`src/logic/arpw_regs.svh`:
```
// register offsets, field positions, reset values and counts for pwm
`ifndef ARPW_REGS_SVH
`define ARPW_REGS_SVH
`define ARPW_OFF_CAP_HIGH 8'h23
`define ARPW_OFF_CAP_LOW 8'h24
`define ARPW_OFF_CSR2 8'h25
`define ARPW_OFF_RLD2_HIGH 8'h27
`define ARPW_OFF_RLD2_LOW 8'h28
`define ARPW_OFF_DEAD 8'h29
`define ARPW_OFF_BRKEN 8'h2a
`define ARPW_OFF_DUTY0 8'h30
`define ARPW_OFF_POL 8'h38
`define ARPW_OFF_RLD1_HIGH 8'h39
`define ARPW_OFF_RLD1_LOW 8'h3a
`define ARPW_OFF_CNT2_HIGH 8'h3b
`define ARPW_OFF_CNT2_LOW 8'h3c
`define ARPW_CSR2_FORCE_OVERFLOW_TWO 7
`define ARPW_CSR2_FORCE_OVERFLOW_ONE 6
`define ARPW_CSR2_ICS 5
`define ARPW_CSR2_OVERFLOW_TWO_IRQ_ENABLE 4
`define ARPW_CSR2_OVERFLOW_TWO_FLAG 3
`define ARPW_CSR2_SEL2 2
`define ARPW_CSR2_TRANSFER_ENABLE_TWO 1
`define ARPW_CSR2_TRANSFER_ENABLE_ONE 0
`define ARPW_RST_CSR2 8'h03
`define ARPW_RST_BRKEN 2'h3
`define ARPW_DEAD_EN 7
`define ARPW_CNT_FULL 12'hfff
`endif

```
`src/logic/arpw_pkg.sv`:
```
// types shared by the pwm block
package arpw_pkg;
  typedef logic [11:0] arpw_count_type;
  // register port request
  typedef struct packed {
    logic [7:0] addr;
    logic [7:0] wdata;
    logic wr;
    logic rd;
  } arpw_bus_type;
  // dead-time phases for the channel 0/1 pair
  typedef enum logic [2:0] {
    ARPW_DT_IDLE = 3'b001,
    ARPW_DT_WAIT = 3'b010,
    ARPW_DT_RUN = 3'b100
  } arpw_dt_type;
endpackage

```
`src/logic/arpw_top.sv`:
```
// 12-bit autoreload pwm: counter 2, capture, break, transfer, dead time
`timescale 1ns/1ps
`default_nettype none
`include "arpw_regs.svh"
// Operation
// - any edge on chosen capture pin copies counter 1 into capture data.
// - capture happens only while capture flag is clear.
// - capture source select high takes the lite capture pin.
// - counter-2 break enable with active break governs selected 2,3.
// - counter-1 break enable governs 0,1, and 2,3 when unselected.
// - force two loads FFFh in counter 2, cleared cycle after overflow.
// - force one loads FFFh in counter 1, cleared cycle after overflow.
// - overflow-two irq high only while its enable and flag are set.
// - overflow-two flag set on counter 2 wrap, cleared by status read.
// - select high drives channels 2,3 from counter 2, else counter 1.
// - counter 2 holds while unselected, except for a force-two load of FFFh, and resumes from held value.
// - transfer two moves duty and polarity of 2,3 on counter-2 overflow.
// - transfer one moves 0,1 and unselected 2,3 on counter-1 overflow.
// - counter 2 reloads its reload value on every overflow.
// - counter-2 reload sets channel 2,3 period only when selected.
// - dead-time enable inserts dead time between channel 0 and 1.
// - dead time equals count field times one counter-1 clock period.
// - enabled dead time with zero count holds channels 0,1 at reset state.
module arpw_top
  import arpw_pkg::*;
#(
  parameter int CW = 12
) (
  input wire logic mclk_i,
  input wire logic reset_i,
  input wire logic clk_en_i,
  input wire logic [7:0] addr_i,
  input wire logic [7:0] wdata_i,
  input wire logic wr_i,
  input wire logic rd_i,
  input wire logic tick1_i,
  input wire logic tick2_i,
  input wire logic timer_capture_pin_i,
  input wire logic lite_capture_pin_i,
  input wire logic capture_flag_i,
  input wire logic break_active_i,
  input wire logic [3:0] break_pattern_i,
  output logic [7:0] rdata_o,
  output logic capture_event_o,
  output logic overflow_two_irq_o,
  output logic [3:0] pwm_o
);
  // ******************************
  // state
  // ******************************
  typedef struct packed {
    logic [7:0] rdata;
    logic [7:0] csr2;
    logic [1:0] brken;
    logic [11:0] rld1;
    logic [11:0] rld2;
    logic [7:0] dead;
    logic [11:0] cnt1;
    logic [11:0] cnt2;
    logic [11:0] cap;
    logic cap_ev;
    logic pin_q;
    logic ovf1_q;
    logic overflow_two_flag_q;
    logic [3:0][11:0] duty_pre;
    logic [3:0][11:0] duty_act;
    logic [3:0] pol_pre;
    logic [3:0] pol_act;
    logic [3:0] pwm;
    logic [6:0] dt_cnt;
    arpw_dt_type dt_st;
    logic lvl0_q;
  } arpw_state_type;
  arpw_state_type st;
  arpw_state_type next_st;
  arpw_bus_type bus;
  assign bus = '{addr: addr_i, wdata: wdata_i, wr: wr_i, rd: rd_i};
  logic pin_now;
  logic ovf1;
  logic overflow_two_flag;
  logic sel2;
  logic [3:0] raw;
  logic [3:0] brk;
  // ******************************
  // combinational helpers
  // ******************************
  // capture pin mux
  assign pin_now = st.csr2[`ARPW_CSR2_ICS] ? lite_capture_pin_i
                                            : timer_capture_pin_i;
  assign sel2 = st.csr2[`ARPW_CSR2_SEL2];
  assign ovf1 = tick1_i && (st.cnt1 == `ARPW_CNT_FULL);
  // counter 2 only ticks while selected
  assign overflow_two_flag = tick2_i && sel2 && (st.cnt2 == `ARPW_CNT_FULL);
  // raw compare outputs, channels 2/3 on selected counter
  genvar gi;
  generate
    for (gi = 0; gi < 4; gi++) begin : g_cmp
      // period follows counter 2 only when selected
      logic [CW-1:0] cv;
      assign cv = (gi >= 2 && sel2) ? st.cnt2 : st.cnt1;
      assign raw[gi] = (cv < st.duty_act[gi]) ^ st.pol_act[gi];
      // counter-1 break on 0/1 and unselected 2/3
      assign brk[gi] = break_active_i &&
        ((gi < 2 || !sel2) ? st.brken[0] : st.brken[1]);
    end
  endgenerate
  // ******************************
  // next state
  // ******************************
  always_comb begin
    next_st = st;
    next_st.rdata = 8'h00;
    next_st.cap_ev = 1'b0;
    next_st.pin_q = pin_now;
    next_st.ovf1_q = ovf1;
    next_st.overflow_two_flag_q = overflow_two_flag;
    // counter 1 with reload
    if (tick1_i) begin
      next_st.cnt1 = ovf1 ? st.rld1 : st.cnt1 + 12'h001;
    end
    // counter 2 reload on overflow, frozen when unselected
    if (tick2_i && sel2) begin
      next_st.cnt2 = overflow_two_flag ? st.rld2 : st.cnt2 + 12'h001;
    end
    // force one loads full count, cleared after overflow
    if (st.csr2[`ARPW_CSR2_FORCE_OVERFLOW_ONE] && !st.ovf1_q && !ovf1) begin
      next_st.cnt1 = `ARPW_CNT_FULL;
    end
    if (st.ovf1_q) begin
      next_st.csr2[`ARPW_CSR2_FORCE_OVERFLOW_ONE] = 1'b0;
    end
    // force two loads full count, cleared after overflow
    if (st.csr2[`ARPW_CSR2_FORCE_OVERFLOW_TWO] && !st.overflow_two_flag_q && !overflow_two_flag) begin
      next_st.cnt2 = `ARPW_CNT_FULL;
    end
    if (st.overflow_two_flag_q) begin
      next_st.csr2[`ARPW_CSR2_FORCE_OVERFLOW_TWO] = 1'b0;
    end
    if ((pin_now != st.pin_q) && !capture_flag_i) begin
      next_st.cap = st.cnt1;
      next_st.cap_ev = 1'b1;
    end
    // register reads; reading status clears the overflow flag
    if (bus.rd) begin
      unique case (bus.addr)
        `ARPW_OFF_CAP_HIGH: next_st.rdata = {4'h0, st.cap[11:8]};
        `ARPW_OFF_CAP_LOW: next_st.rdata = st.cap[7:0];
        `ARPW_OFF_CSR2: begin
          next_st.rdata = st.csr2;
          next_st.csr2[`ARPW_CSR2_OVERFLOW_TWO_FLAG] = 1'b0;
        end
        `ARPW_OFF_RLD2_HIGH: next_st.rdata = {4'h0, st.rld2[11:8]};
        `ARPW_OFF_RLD2_LOW: next_st.rdata = st.rld2[7:0];
        `ARPW_OFF_DEAD: next_st.rdata = st.dead;
        `ARPW_OFF_BRKEN: next_st.rdata = {6'h00, st.brken};
        `ARPW_OFF_POL: next_st.rdata = {4'h0, st.pol_pre};
        `ARPW_OFF_RLD1_HIGH: next_st.rdata = {4'h0, st.rld1[11:8]};
        `ARPW_OFF_RLD1_LOW: next_st.rdata = st.rld1[7:0];
        `ARPW_OFF_CNT2_HIGH: next_st.rdata = {4'h0, st.cnt2[11:8]};
        `ARPW_OFF_CNT2_LOW: next_st.rdata = st.cnt2[7:0];
        default: next_st.rdata = 8'h00;
      endcase
    end
    // register writes
    if (bus.wr) begin
      unique case (bus.addr)
        `ARPW_OFF_CSR2: begin
          // zero writes to force/transfer bits are ignored
          next_st.csr2[7:6] = st.csr2[7:6] | bus.wdata[7:6];
          next_st.csr2[5:4] = bus.wdata[5:4];
          next_st.csr2[2] = bus.wdata[2];
          next_st.csr2[1:0] = st.csr2[1:0] | bus.wdata[1:0];
        end
        `ARPW_OFF_RLD2_HIGH: next_st.rld2[11:8] = bus.wdata[3:0];
        `ARPW_OFF_RLD2_LOW: next_st.rld2[7:0] = bus.wdata;
        `ARPW_OFF_DEAD: next_st.dead = bus.wdata;
        `ARPW_OFF_BRKEN: next_st.brken = bus.wdata[1:0];
        `ARPW_OFF_POL: next_st.pol_pre = bus.wdata[3:0];
        `ARPW_OFF_RLD1_HIGH: next_st.rld1[11:8] = bus.wdata[3:0];
        `ARPW_OFF_RLD1_LOW: next_st.rld1[7:0] = bus.wdata;
        default: begin
          // duty preload: two bytes per channel, high then low
          for (int i = 0; i < 4; i++) begin
            if (bus.addr == `ARPW_OFF_DUTY0 + 8'(2 * i)) begin
              next_st.duty_pre[i][11:8] = bus.wdata[3:0];
            end
            if (bus.addr == `ARPW_OFF_DUTY0 + 8'(2 * i + 1)) begin
              next_st.duty_pre[i][7:0] = bus.wdata;
            end
          end
        end
      endcase
    end
    // overflow flag set wins over the read clear
    if (overflow_two_flag) begin
      next_st.csr2[`ARPW_CSR2_OVERFLOW_TWO_FLAG] = 1'b1;
    end
    if (ovf1 && st.csr2[`ARPW_CSR2_TRANSFER_ENABLE_ONE]) begin
      for (int i = 0; i < 4; i++) begin
        if (i < 2 || !sel2) begin
          next_st.duty_act[i] = st.duty_pre[i];
          next_st.pol_act[i] = st.pol_pre[i];
        end
      end
      next_st.csr2[`ARPW_CSR2_TRANSFER_ENABLE_ONE] = 1'b0;
    end
    if (overflow_two_flag && st.csr2[`ARPW_CSR2_TRANSFER_ENABLE_TWO]) begin
      for (int i = 2; i < 4; i++) begin
        next_st.duty_act[i] = st.duty_pre[i];
        next_st.pol_act[i] = st.pol_pre[i];
      end
      next_st.csr2[`ARPW_CSR2_TRANSFER_ENABLE_TWO] = 1'b0;
    end
    // outputs 2/3 and default 0/1 with break pattern
    for (int i = 0; i < 4; i++) begin
      next_st.pwm[i] = brk[i] ? break_pattern_i[i] : raw[i];
    end
    next_st.lvl0_q = raw[0];
    if (st.dead[`ARPW_DEAD_EN]) begin
      if (st.dead[6:0] == 7'h00) begin
        next_st.pwm[1:0] = 2'b00;
        next_st.dt_st = ARPW_DT_IDLE;
      end else begin
        unique case (st.dt_st)
          ARPW_DT_IDLE, ARPW_DT_RUN: begin
            if (raw[0] != st.lvl0_q) begin
              next_st.dt_st = ARPW_DT_WAIT;
              next_st.dt_cnt = st.dead[6:0];
            end
          end
          ARPW_DT_WAIT: begin
            if (tick1_i) begin
              next_st.dt_cnt = st.dt_cnt - 7'h01;
              if (st.dt_cnt == 7'h01) begin
                next_st.dt_st = ARPW_DT_RUN;
              end
            end
          end
        endcase
        // both low during the gap; channel 1 is channel 0 inverted
        if (next_st.dt_st == ARPW_DT_WAIT) begin
          next_st.pwm[1:0] = 2'b00;
        end else begin
          next_st.pwm[0] = brk[0] ? break_pattern_i[0] : raw[0];
          next_st.pwm[1] = brk[1] ? break_pattern_i[1] : !raw[0];
        end
      end
    end
  end
  // ******************************
  // registers
  // ******************************
  // clock enable freezes everything
  always_ff @(posedge mclk_i) begin
    if (reset_i) begin
      // constants only: later field writes override the zero fill
      st <= '0;
      st.csr2 <= `ARPW_RST_CSR2;
      st.brken <= `ARPW_RST_BRKEN;
      st.dt_st <= ARPW_DT_IDLE;
    end else if (clk_en_i) begin
      st <= next_st;
    end
  end
  assign rdata_o = st.rdata;
  assign capture_event_o = st.cap_ev;
  // irq gated by enable and flag
  assign overflow_two_irq_o = st.csr2[`ARPW_CSR2_OVERFLOW_TWO_IRQ_ENABLE] &&
                              st.csr2[`ARPW_CSR2_OVERFLOW_TWO_FLAG];
  assign pwm_o = st.pwm;
endmodule
`default_nettype wire

```
`config.mk`:
```
export PLATFORM = sky130hd
export DESIGN_NAME = arpw_top
export DESIGN_NICKNAME = d
export VERILOG_FILES = /design/src/logic/arpw_pkg.sv /design/src/logic/arpw_top.sv
export VERILOG_INCLUDE_DIRS = /design/src /design/src/logic
export SDC_FILE = /design/constraint.sdc
export NUM_CORES = 1
export LEC_CHECK = 0
export BUFFER_PORTS_ARGS = -buffer_cell sky130_fd_sc_hd__buf_2
export CORE_MARGIN = 2
export CORE_UTILIZATION = 45
export CTS_CLUSTER_SIZE = 25
export DETAILED_ROUTE_END_ITERATION = 16
export PLACE_DENSITY = 0.69
export SETUP_SLACK_MARGIN = 0.1
export SLEW_MARGIN = 20
export SYNTH_ARGS = -nofsm -noshare
export SYNTH_HDL_FRONTEND = slang
export SYNTH_SLANG_ARGS = --single-unit
```
`constraint.sdc`:
```
create_clock -name mclk_i -period 9 [get_ports mclk_i]
set_clock_uncertainty 0.05 [all_clocks]
set_input_delay 0.45 -clock mclk_i [delete_from_list [all_inputs] [get_ports mclk_i]]
set_output_delay 0.45 -clock mclk_i [all_outputs]
set_load 0.01 [all_outputs]
```
### Word-level counts from Yosys, hierarchy flattened

Index checks and enable logic that the tools add are counted.
Widths: inputs -> output; s select.

| operators by class | value |
|---|---|
| muxes and demuxes | 53 |
| order comparisons | 4 |
| equality and inequality tests | 32 |
| reduce and logical (&&, ||, !) cells | 57 |
| bitwise gates (word level) | 8 |
| $add $sub $neg | 3 |

Operators by type and width:

| operator | number |
|---|---|
| $eq 8x6->1 const B | 20 |
| $mux 12 | 10 |
| $pmux 8 s12 | 1 |
| $lt 12x12->1 | 4 |
| $mux 48 | 1 |
| $mux 10 | 4 |
| $mux 36 | 1 |
| $reduce_and 3->1 | 12 |
| $mux 8 | 4 |
| $reduce_and 4->1 | 8 |
| $add 12x1->12 const B | 2 |
| $eq 12x12->1 const B | 2 |
| $mux 24 | 1 |
| $mux 4 | 5 |
| $pmux 10 s2 | 1 |
| $reduce_bool 2->1 | 9 |
| $mux 1 | 17 |
| $logic_and 1x1->1 | 13 |
| $mux 2 | 5 |
| $reduce_and 2->1 | 5 |
| $ne 4x4->1 const B | 2 |
| $reduce_or 8->1 | 1 |
| $eq 7x1->1 const B | 1 |
| $logic_not 7->1 | 1 |
| 14 further kinds | 27 |

| storage, ports and cells | value |
|---|---|
| logic and storage cells | 195 |
| input port bits | 31 |
| output and inout port bits | 14 |
| register bits | 209 |

### Logic depth before layout (Yosys ltp)

Gate-level depths: netlist of the first run.

| logic depth | value |
|---|---|
| word-level depth | 11 |
| depth in mapped cells | 12 |
| depth with buffers taken out | 10 |

### Worst setup path before layout of the first run

OpenSTA, ideal clock, no wires.

| timing | value |
|---|---|
| path kind | reg-to-reg |
| start point | reg st, in the netlist sel2 |
| end point | reg st, in the netlist pwm_o[2] |
| path slack | 5.901 ns |
| clock period less this slack | 3.099 ns |
| data required time | 8.836 ns |
| setup time | 0.114 ns |
| cell stages (with the launch flop) | 12 |
| arrival | 2.935 ns |
| path buffers | 2 |
| cell sequence | dfxtp_1 buf_1 buf_1 mux2_2 ha_1 a21o_1 a21o_1 a221o_1 a31oi_1 mux2i_1 nand4_1 a21o_1 |

| on the way | value |
|---|---|
| longest elaborated chain between the ends | 4 |
| elaborated cells between the ends (all ways) | 6 |
| those cells by class | order compare (1); mux (3); bitwise (1); reduce/logical (1) |

Ends and longest elaborated chain:

| item | RTL line | source |
|---|---|---|
| start: declaration | arpw_top.sv:74 | `arpw_state_type st;` |
| start signal: assignment | arpw_top.sv:262 | `st <= next_st;` |
| $mux 12 | arpw_top.sv:100 | `assign cv = (gi >= 2 && sel2) ? st.cnt2 : st.cnt1;` |
| $lt 12x12->1 | arpw_top.sv:101 | `assign raw[gi] = (cv < st.duty_act[gi]) ^ st.pol_act[gi];` |
| $xor 1x1->1 | arpw_top.sv:101 |  |
| $mux 1 (*) | arpw_top.sv:216 | `next_st.pwm[i] = brk[i] ? break_pattern_i[i] : raw[i];` |

Every way passes the cells marked *; elsewhere a longest branch is shown, timed or not.
A chain may end at the register's enable or synchronous reset.

### Worst setup path in the final report of the first run

| timing | value |
|---|---|
| start point | reg st, in the netlist sel2 |
| end point | reg st, in the netlist pwm_o[3] |

Same word-level chain as after synthesis.

==> results of run 1 <==
-- worst paths after layout --
kind	start	end	slack, ns	cells after the start
max	sel2	pwm_o[3]	5.72	9
min	break_pattern_i[0]	pwm_o[0]	0.22	3
max reg2reg	sel2	pwm_o[3]	5.72	9
min reg2reg	st[80]	st[32]	0.40	2
-- state kept, by name, indices dropped and copies added (netlist names) --
name and flops:
capture_event_o 1, rdata_o 8, g_cmp.cv 12, pwm_o 4, sel2 1, st 183
-- stage by stage --
stage	area, sq um	utilization	worst slack (ns)	hold slack (ns)	std cells
global placement	10870	0.4657	5.752	0.3877	1587
global route	11740	0.5032	5.597	0.2465	1631
CTS	11740	0.5032	5.740	0.2032	1631
finish	11740	0.5032	5.715	0.2201	1631
detailed placement	10870	0.4657	5.699	0.3934	1587
floorplan	10610	-	5.901	0.3792	1308
-- synth_stat cells, drive strengths merged, types with 3 or more instances --
master and count:
mux2i 67, o221ai 4, clkbuf 62, a21o 14
dfxtp 209, nor4 7, buf 31, a21boi 4
o211ai 6, nor3 18, nor2b 6, o21ai 45
and2 5, and3 9, xor2 9, or2 3
a221oi 6, nor2 101, nor3b 5, nand4 12
a22oi 15, and4 7, a31oi 4, a211oi 12
mux2 13, ha 48, o21a 3, a21oi 169
xnor2 13, or3 3, a222oi 4, nand3 76
inv 55, nand2b 20, nand2 221
-- final cells by class --
| cell class | instances | area [sq um] |
|---|---|---|
| Clock buffer | 31 | 668.1 |
| Clock inverter | 13 | 206.4 |
| Fill cell | 2230 | 11590 |
| Inverter | 55 | 206.4 |
| Multi-Input combinational cell | 951 | 5783 |
| Sequential cell | 209 | 4184 |
| Tap cell | 319 | 399.1 |
| Timing Repair Buffer | 53 | 294.0 |
-- report_power, final --
part	internal, mW	switching [mW]	total, mW
clock	0.670	0.402	1.07
sequential	0.929	0.00547	0.934
combinational	0.0333	0.0789	0.112
-- layer usage --
layer / vias up / share of wire
met3: 65 / 0.073
met2: 376 / 0.45
li1: 4509 / -
met4: 0 / 0.037
met5: - / 0
met1: 4359 / 0.44
-- cell families (layout without fill, tap and decap cells) --
family | after synthesis | after routing | share of synthesized area
xor gates and xnor gates | 22 | 22 | 0.01887
adders and majority gates | 48 | 48 | 0.05662
AOI/OAI and AO/OA | 303 | 303 | 0.1741
muxes | 80 | 80 | 0.07702
and+or+nand+nor | 498 | 498 | 0.2176
DFF | 209 | 209 | 0.3944
buffers and inverters | 148 | 152 | 0.06133
-- worst min-delay path, stage by stage --
cell and delay [ns]:
buf_2 0.09, o211ai_1 0.09, o32ai_1 0.11
==> flow_metrics.tcl, run 1 <==
set metrics [dict create \
    io_buffers 44 \
    endpoint_kind "register" \
    cts_hold_buf 0 \
    overflow 0 \
    cp.required_ns 9.36 \
    leakagePower_nw 4.425 \
    drtPass1Iterations 5 \
    grtUsageTotal 0.2516 \
    synth_area_per_cell_sq_um 8.110 \
    synth-seq-cells 209 \
    synth_edf_count 0 \
    drt-wirelength-per-cell_um 19.20 \
    synthDistinctLibCells 69 \
    finalCriticalPeriod_ns 3.285 \
    slowest_delay_ns 0.97 \
    syn-cell-area_sq_um 10610 \
    setup_viol 0 \
    cts_setup_buffers 0 \
    worstMarginPinSlew_ns 1.102 \
    start_util 0.4546 \
    ys_seq_area_frac 0.3944 \
    cp.buffers_inverters 0 \
    cts_tree "built" \
    dp_hpwl_um 21390 \
    vias 9309 \
    timing.fmax_mhz 304.5 \
    rsz0062_at_grt "false" \
    grt_max_degree 101 \
    clock-sinks 209 \
    num_io_pins 45 \
    cts_buffers 24 \
    ys.warnings.count 0 \
    total_power_mw 2.118 \
    ant_nets 0 \
    vdd_drop_max_v 0.0001376 \
    synth_top_area_frac 0.3944 \
    die_area_sq_um 24820 \
    async_flop_share 0 \
    met1_usage 0.3457 \
    h-tree-depth 1 \
    synth_top_flop_cell "dfxtp_1" \
    fin_tns_setup_ns 0 \
    die_x_um 157.5 \
    first_global_vias 8620 \
    cts_root_buf "clkbuf_16" \
    critPathMostFrequentCell "a21o_1" \
    gr-usage-met2 0.4005 \
    drc 0 \
    startpoint_type "register" \
    critical_path_class "reg2reg" \
    status "complete, no violations" \
    grt_use_met3 0.03772 \
    cp_max_fo 21 \
    synth_area_leaders "dfxtp_1, a21oi_1, nand2_1, mux2i_1, ha_1" \
    critical_path.cell_chain "mux2_2, ha_1, a21o_1, a21o_1, a221o_1, a31oi_1, mux2i_1, nand4_1, a21o_1" \
    arrival_ns 3.65 \
    layout_commonest_cell "nand2_1" \
    cp_top_family "compound AO/OA/AOI/OAI gates" \
    row_count 56 \
    clkSlewWorstSetupHoldPaths_ns 0.06 \
    synth_top_area_cell "dfxtp_1" \
    antenna_found_initial 0 \
    wl_um 31320 \
    drive_gt1_frac 0.1029 \
    die-height_um 157.5 \
    drv_cap 0 \
    synthCells 1308 \
    antennaDiodeCount 0 \
    finalHoldViolations 0 \
    grt_pass1_wl_um 48600 \
    core_area_sq_um 23330 \
    min_path_type "in2reg" \
    viasPerCell 5.708 \
    area_growth_pct 10.69 \
    clk_latency_ns 0.52 \
    cts_resized 0 \
    cpMaxStageDelayCell "dfxtp_1" \
    slew_headroom 0.2626 \
    drt_iter0_markers 830 \
    clk_path_buf_depth 3 \
    p_per_area_nw_per_um2 180.4 \
    num-nets-final 1373 \
    min_period_over_period 0.3650 \
    place_congestion 1.017 \
    finalMaxSlewViolations 0 \
    syn-num-nets 1387 \
    grt_busiest_layer "met2" \
    final_cell_mix "nand2_1, dfxtp_1, a21oi_1" \
]
(Power assumes the default switching activity.)
==> inputs of run 2 (changes only) <==
==> constraint.sdc (replaced) <==
create_clock -name mclk_i -period 3.25 [get_ports mclk_i]
set_clock_uncertainty 0.05 [all_clocks]
set_input_delay 0.1625 -clock mclk_i [delete_from_list [all_inputs] [get_ports mclk_i]]
set_output_delay 0.1625 -clock mclk_i [all_outputs]
set_load 0.01 [all_outputs]
==> flow_metrics.tcl, run 2 (synthesis gave the netlist of run 1 again) <==
set metrics [dict create \
    status "complete, no violations" \
    cts_root_buf "clkbuf_16" \
    timing.fmax_mhz 354.6 \
    startpoint_type "register" \
    cp.buffers_inverters 1 \
    ant_nets 0 \
    grt_max_degree 95 \
    clock_power_share 0.480 \
    cpMaxStageDelayCell "dfxtp_1" \
    largest-register "st" \
    worstMarginPinSlew_ns 1.037 \
    crit_start "g_cmp[0].cv[2]" \
    rsz0062_at_grt "false" \
    pwr-share-comb 0.059 \
    clock-sinks 209 \
    setup_viol 0 \
    grt_pass1_wl_um 49450 \
    sw_frac_of_total 0.2315 \
    clk_path_buf_depth 3 \
    critical_path.cell_chain "ha_1, or2_2, a21oi_1, o31ai_2, a21oi_4, xor2_2, a221oi_2, buf_4, nor2_1, a211oi_2" \
    fin_tns_setup_ns 0 \
    overflow 0 \
    clk_latency_ns 0.52 \
    antenna_found_initial 0 \
    drive_gt1_frac 0.1133 \
    largest_reg_flops 183 \
    cellInternalPower_mw 4.311 \
    slew_headroom 0.3069 \
    drc 0 \
    first_global_vias 8834 \
    die_x_um 157.5 \
    critical_path_class "reg2reg" \
    holdWs_ns 0.02744 \
    num_io_pins 45 \
    layout_commonest_cell "nand2_1" \
    h-tree-depth 1 \
    antennaDiodeCount 0 \
    core_area_sq_um 23330 \
    leakagePower_nw 4.526 \
    arrival_ns 3.22 \
    min_from "wdata_i[7]" \
    vdd_drop_max_v 0.0003774 \
    drt_iter0_markers 935 \
    finalMaxSlewViolations 0 \
    drtPass1Iterations 7 \
    viasPerCell 5.732 \
    p_per_area_nw_per_um2 472.5 \
    slowest_delay_ns 0.57 \
    cts_tree "built" \
    cts_setup_buffers 0 \
    final_cell_mix "nand2_1, dfxtp_1, a21oi_1" \
    r2r-start "g_cmp[0].cv[2]" \
    row_count 56 \
    cts_buffers 24 \
    min_path_type "in2reg" \
    start_util 0.4546 \
    cp.required_ns 3.65 \
    io_buffers 44 \
    place_congestion 0.9868 \
    wl_um 31730 \
    grtUsageTotal 0.2569 \
    clkSlewWorstSetupHoldPaths_ns 0.06 \
    area_growth_pct 11.92 \
    drt-wirelength-per-cell_um 19.21 \
    finalCriticalPeriod_ns 2.820 \
    total_power_mw 5.609 \
    power_frac_seq 0.461 \
    die_area_sq_um 24820 \
    vias 9470 \
    p_sw_mw 1.298 \
    finalHoldViolations 0 \
    min_period_over_period 0.8678 \
    cp_max_fo 12 \
    endpoint_kind "register" \
    cp_top_family "compound AO/OA/AOI/OAI gates" \
    drv_cap 0 \
    dp_hpwl_um 21860 \
    cts_resized 0 \
    die-height_um 157.5 \
    num-nets-final 1396 \
]
==> run 2: changes by cell type in the layout (fill, tap and decap cells not counted), moves of 2 or more <==
cell           change
clkinv_4           -3
clkinv_2           +2
clkinvlp_4         -2
buf_4             +16
clkbuf_8           +5
bufinv_16          -4
buf_12             +2
dlygate4sd3_1      +5
==> run 2: final timing paths <==
| check | end | slack (ns) | depth (start not counted) |
|---|---|---|---|
| setup / recovery | st[5] | 0.43 | 10 |
| hold / removal | st[114] | 0.03 | 3 |
| setup reg to reg | st[5] | 0.43 | 10 |
| hold reg to reg | st[55] | 0.40 | 2 |
==> run 2: worst reg2reg max path: stages (launching register included) <==
cell	delay (ns)
dfxtp_1	0.57
ha_1	0.31
or2_2	0.27
a21oi_1	0.18
o31ai_2	0.11
a21oi_4	0.32
xor2_2	0.19
a221oi_2	0.30
buf_4	0.22
nor2_1	0.07
a211oi_2	0.18
==> run 2: timing repair <==
| action | CTS | global route |
|---|---|---|
| hold endpoints to repair | 21 | 0 |
| setup endpoints to repair | 0 | 0 |
| hold buffers | 5 | 0 |
==> run 2: final cells by class <==
cell class                      instances  area (sq um)
Fill cell                            2215         11460
Sequential cell                       209          4184
Inverter                               55         206.4
Clock inverter                          7         63.81
Multi-Input combinational cell        951          5782
Timing Repair Buffer                   76         504.2
Clock buffer                           35         733.2
Tap cell                              319         399.1
==> run 2: power by group through the flow <==
stage          clock network [mW]  logic (mW)  registers [mW]
6_report                     2.69       0.330            2.58
4_1_cts                      2.73       0.326            2.58
3_3_place_gp                    0       0.317            2.64
5_1_grt                      2.83       0.353            2.58
3_5_place_dp                    0       0.320            2.64
2_1_floorplan                   0       0.209            2.64
==> run 2: per-layer routing <==
metal / track usage / wire, um / up-vias
met5: 0 / 0 / -
met4: 0.1100 / 1476 / 0
met3: 0.04873 / 2543 / 81
met2: 0.4011 / 13850 / 374
met1: 0.3466 / 13860 / 4471
li1: - / - / 4544
==> run 2: per-stage QoR <==
step,instance area (sq um),utilization,cells,setup WS (ns)
2_1_floorplan,10610,-,1308,0.1507
3_3_place_gp,11030,0.4725,1605,0.4733
3_5_place_dp,11030,0.4725,1605,0.4646
4_1_cts,11870,0.5088,1652,0.4439
5_1_grt,11870,0.5088,1652,0.2224
6_report,11870,0.5088,1652,0.4297
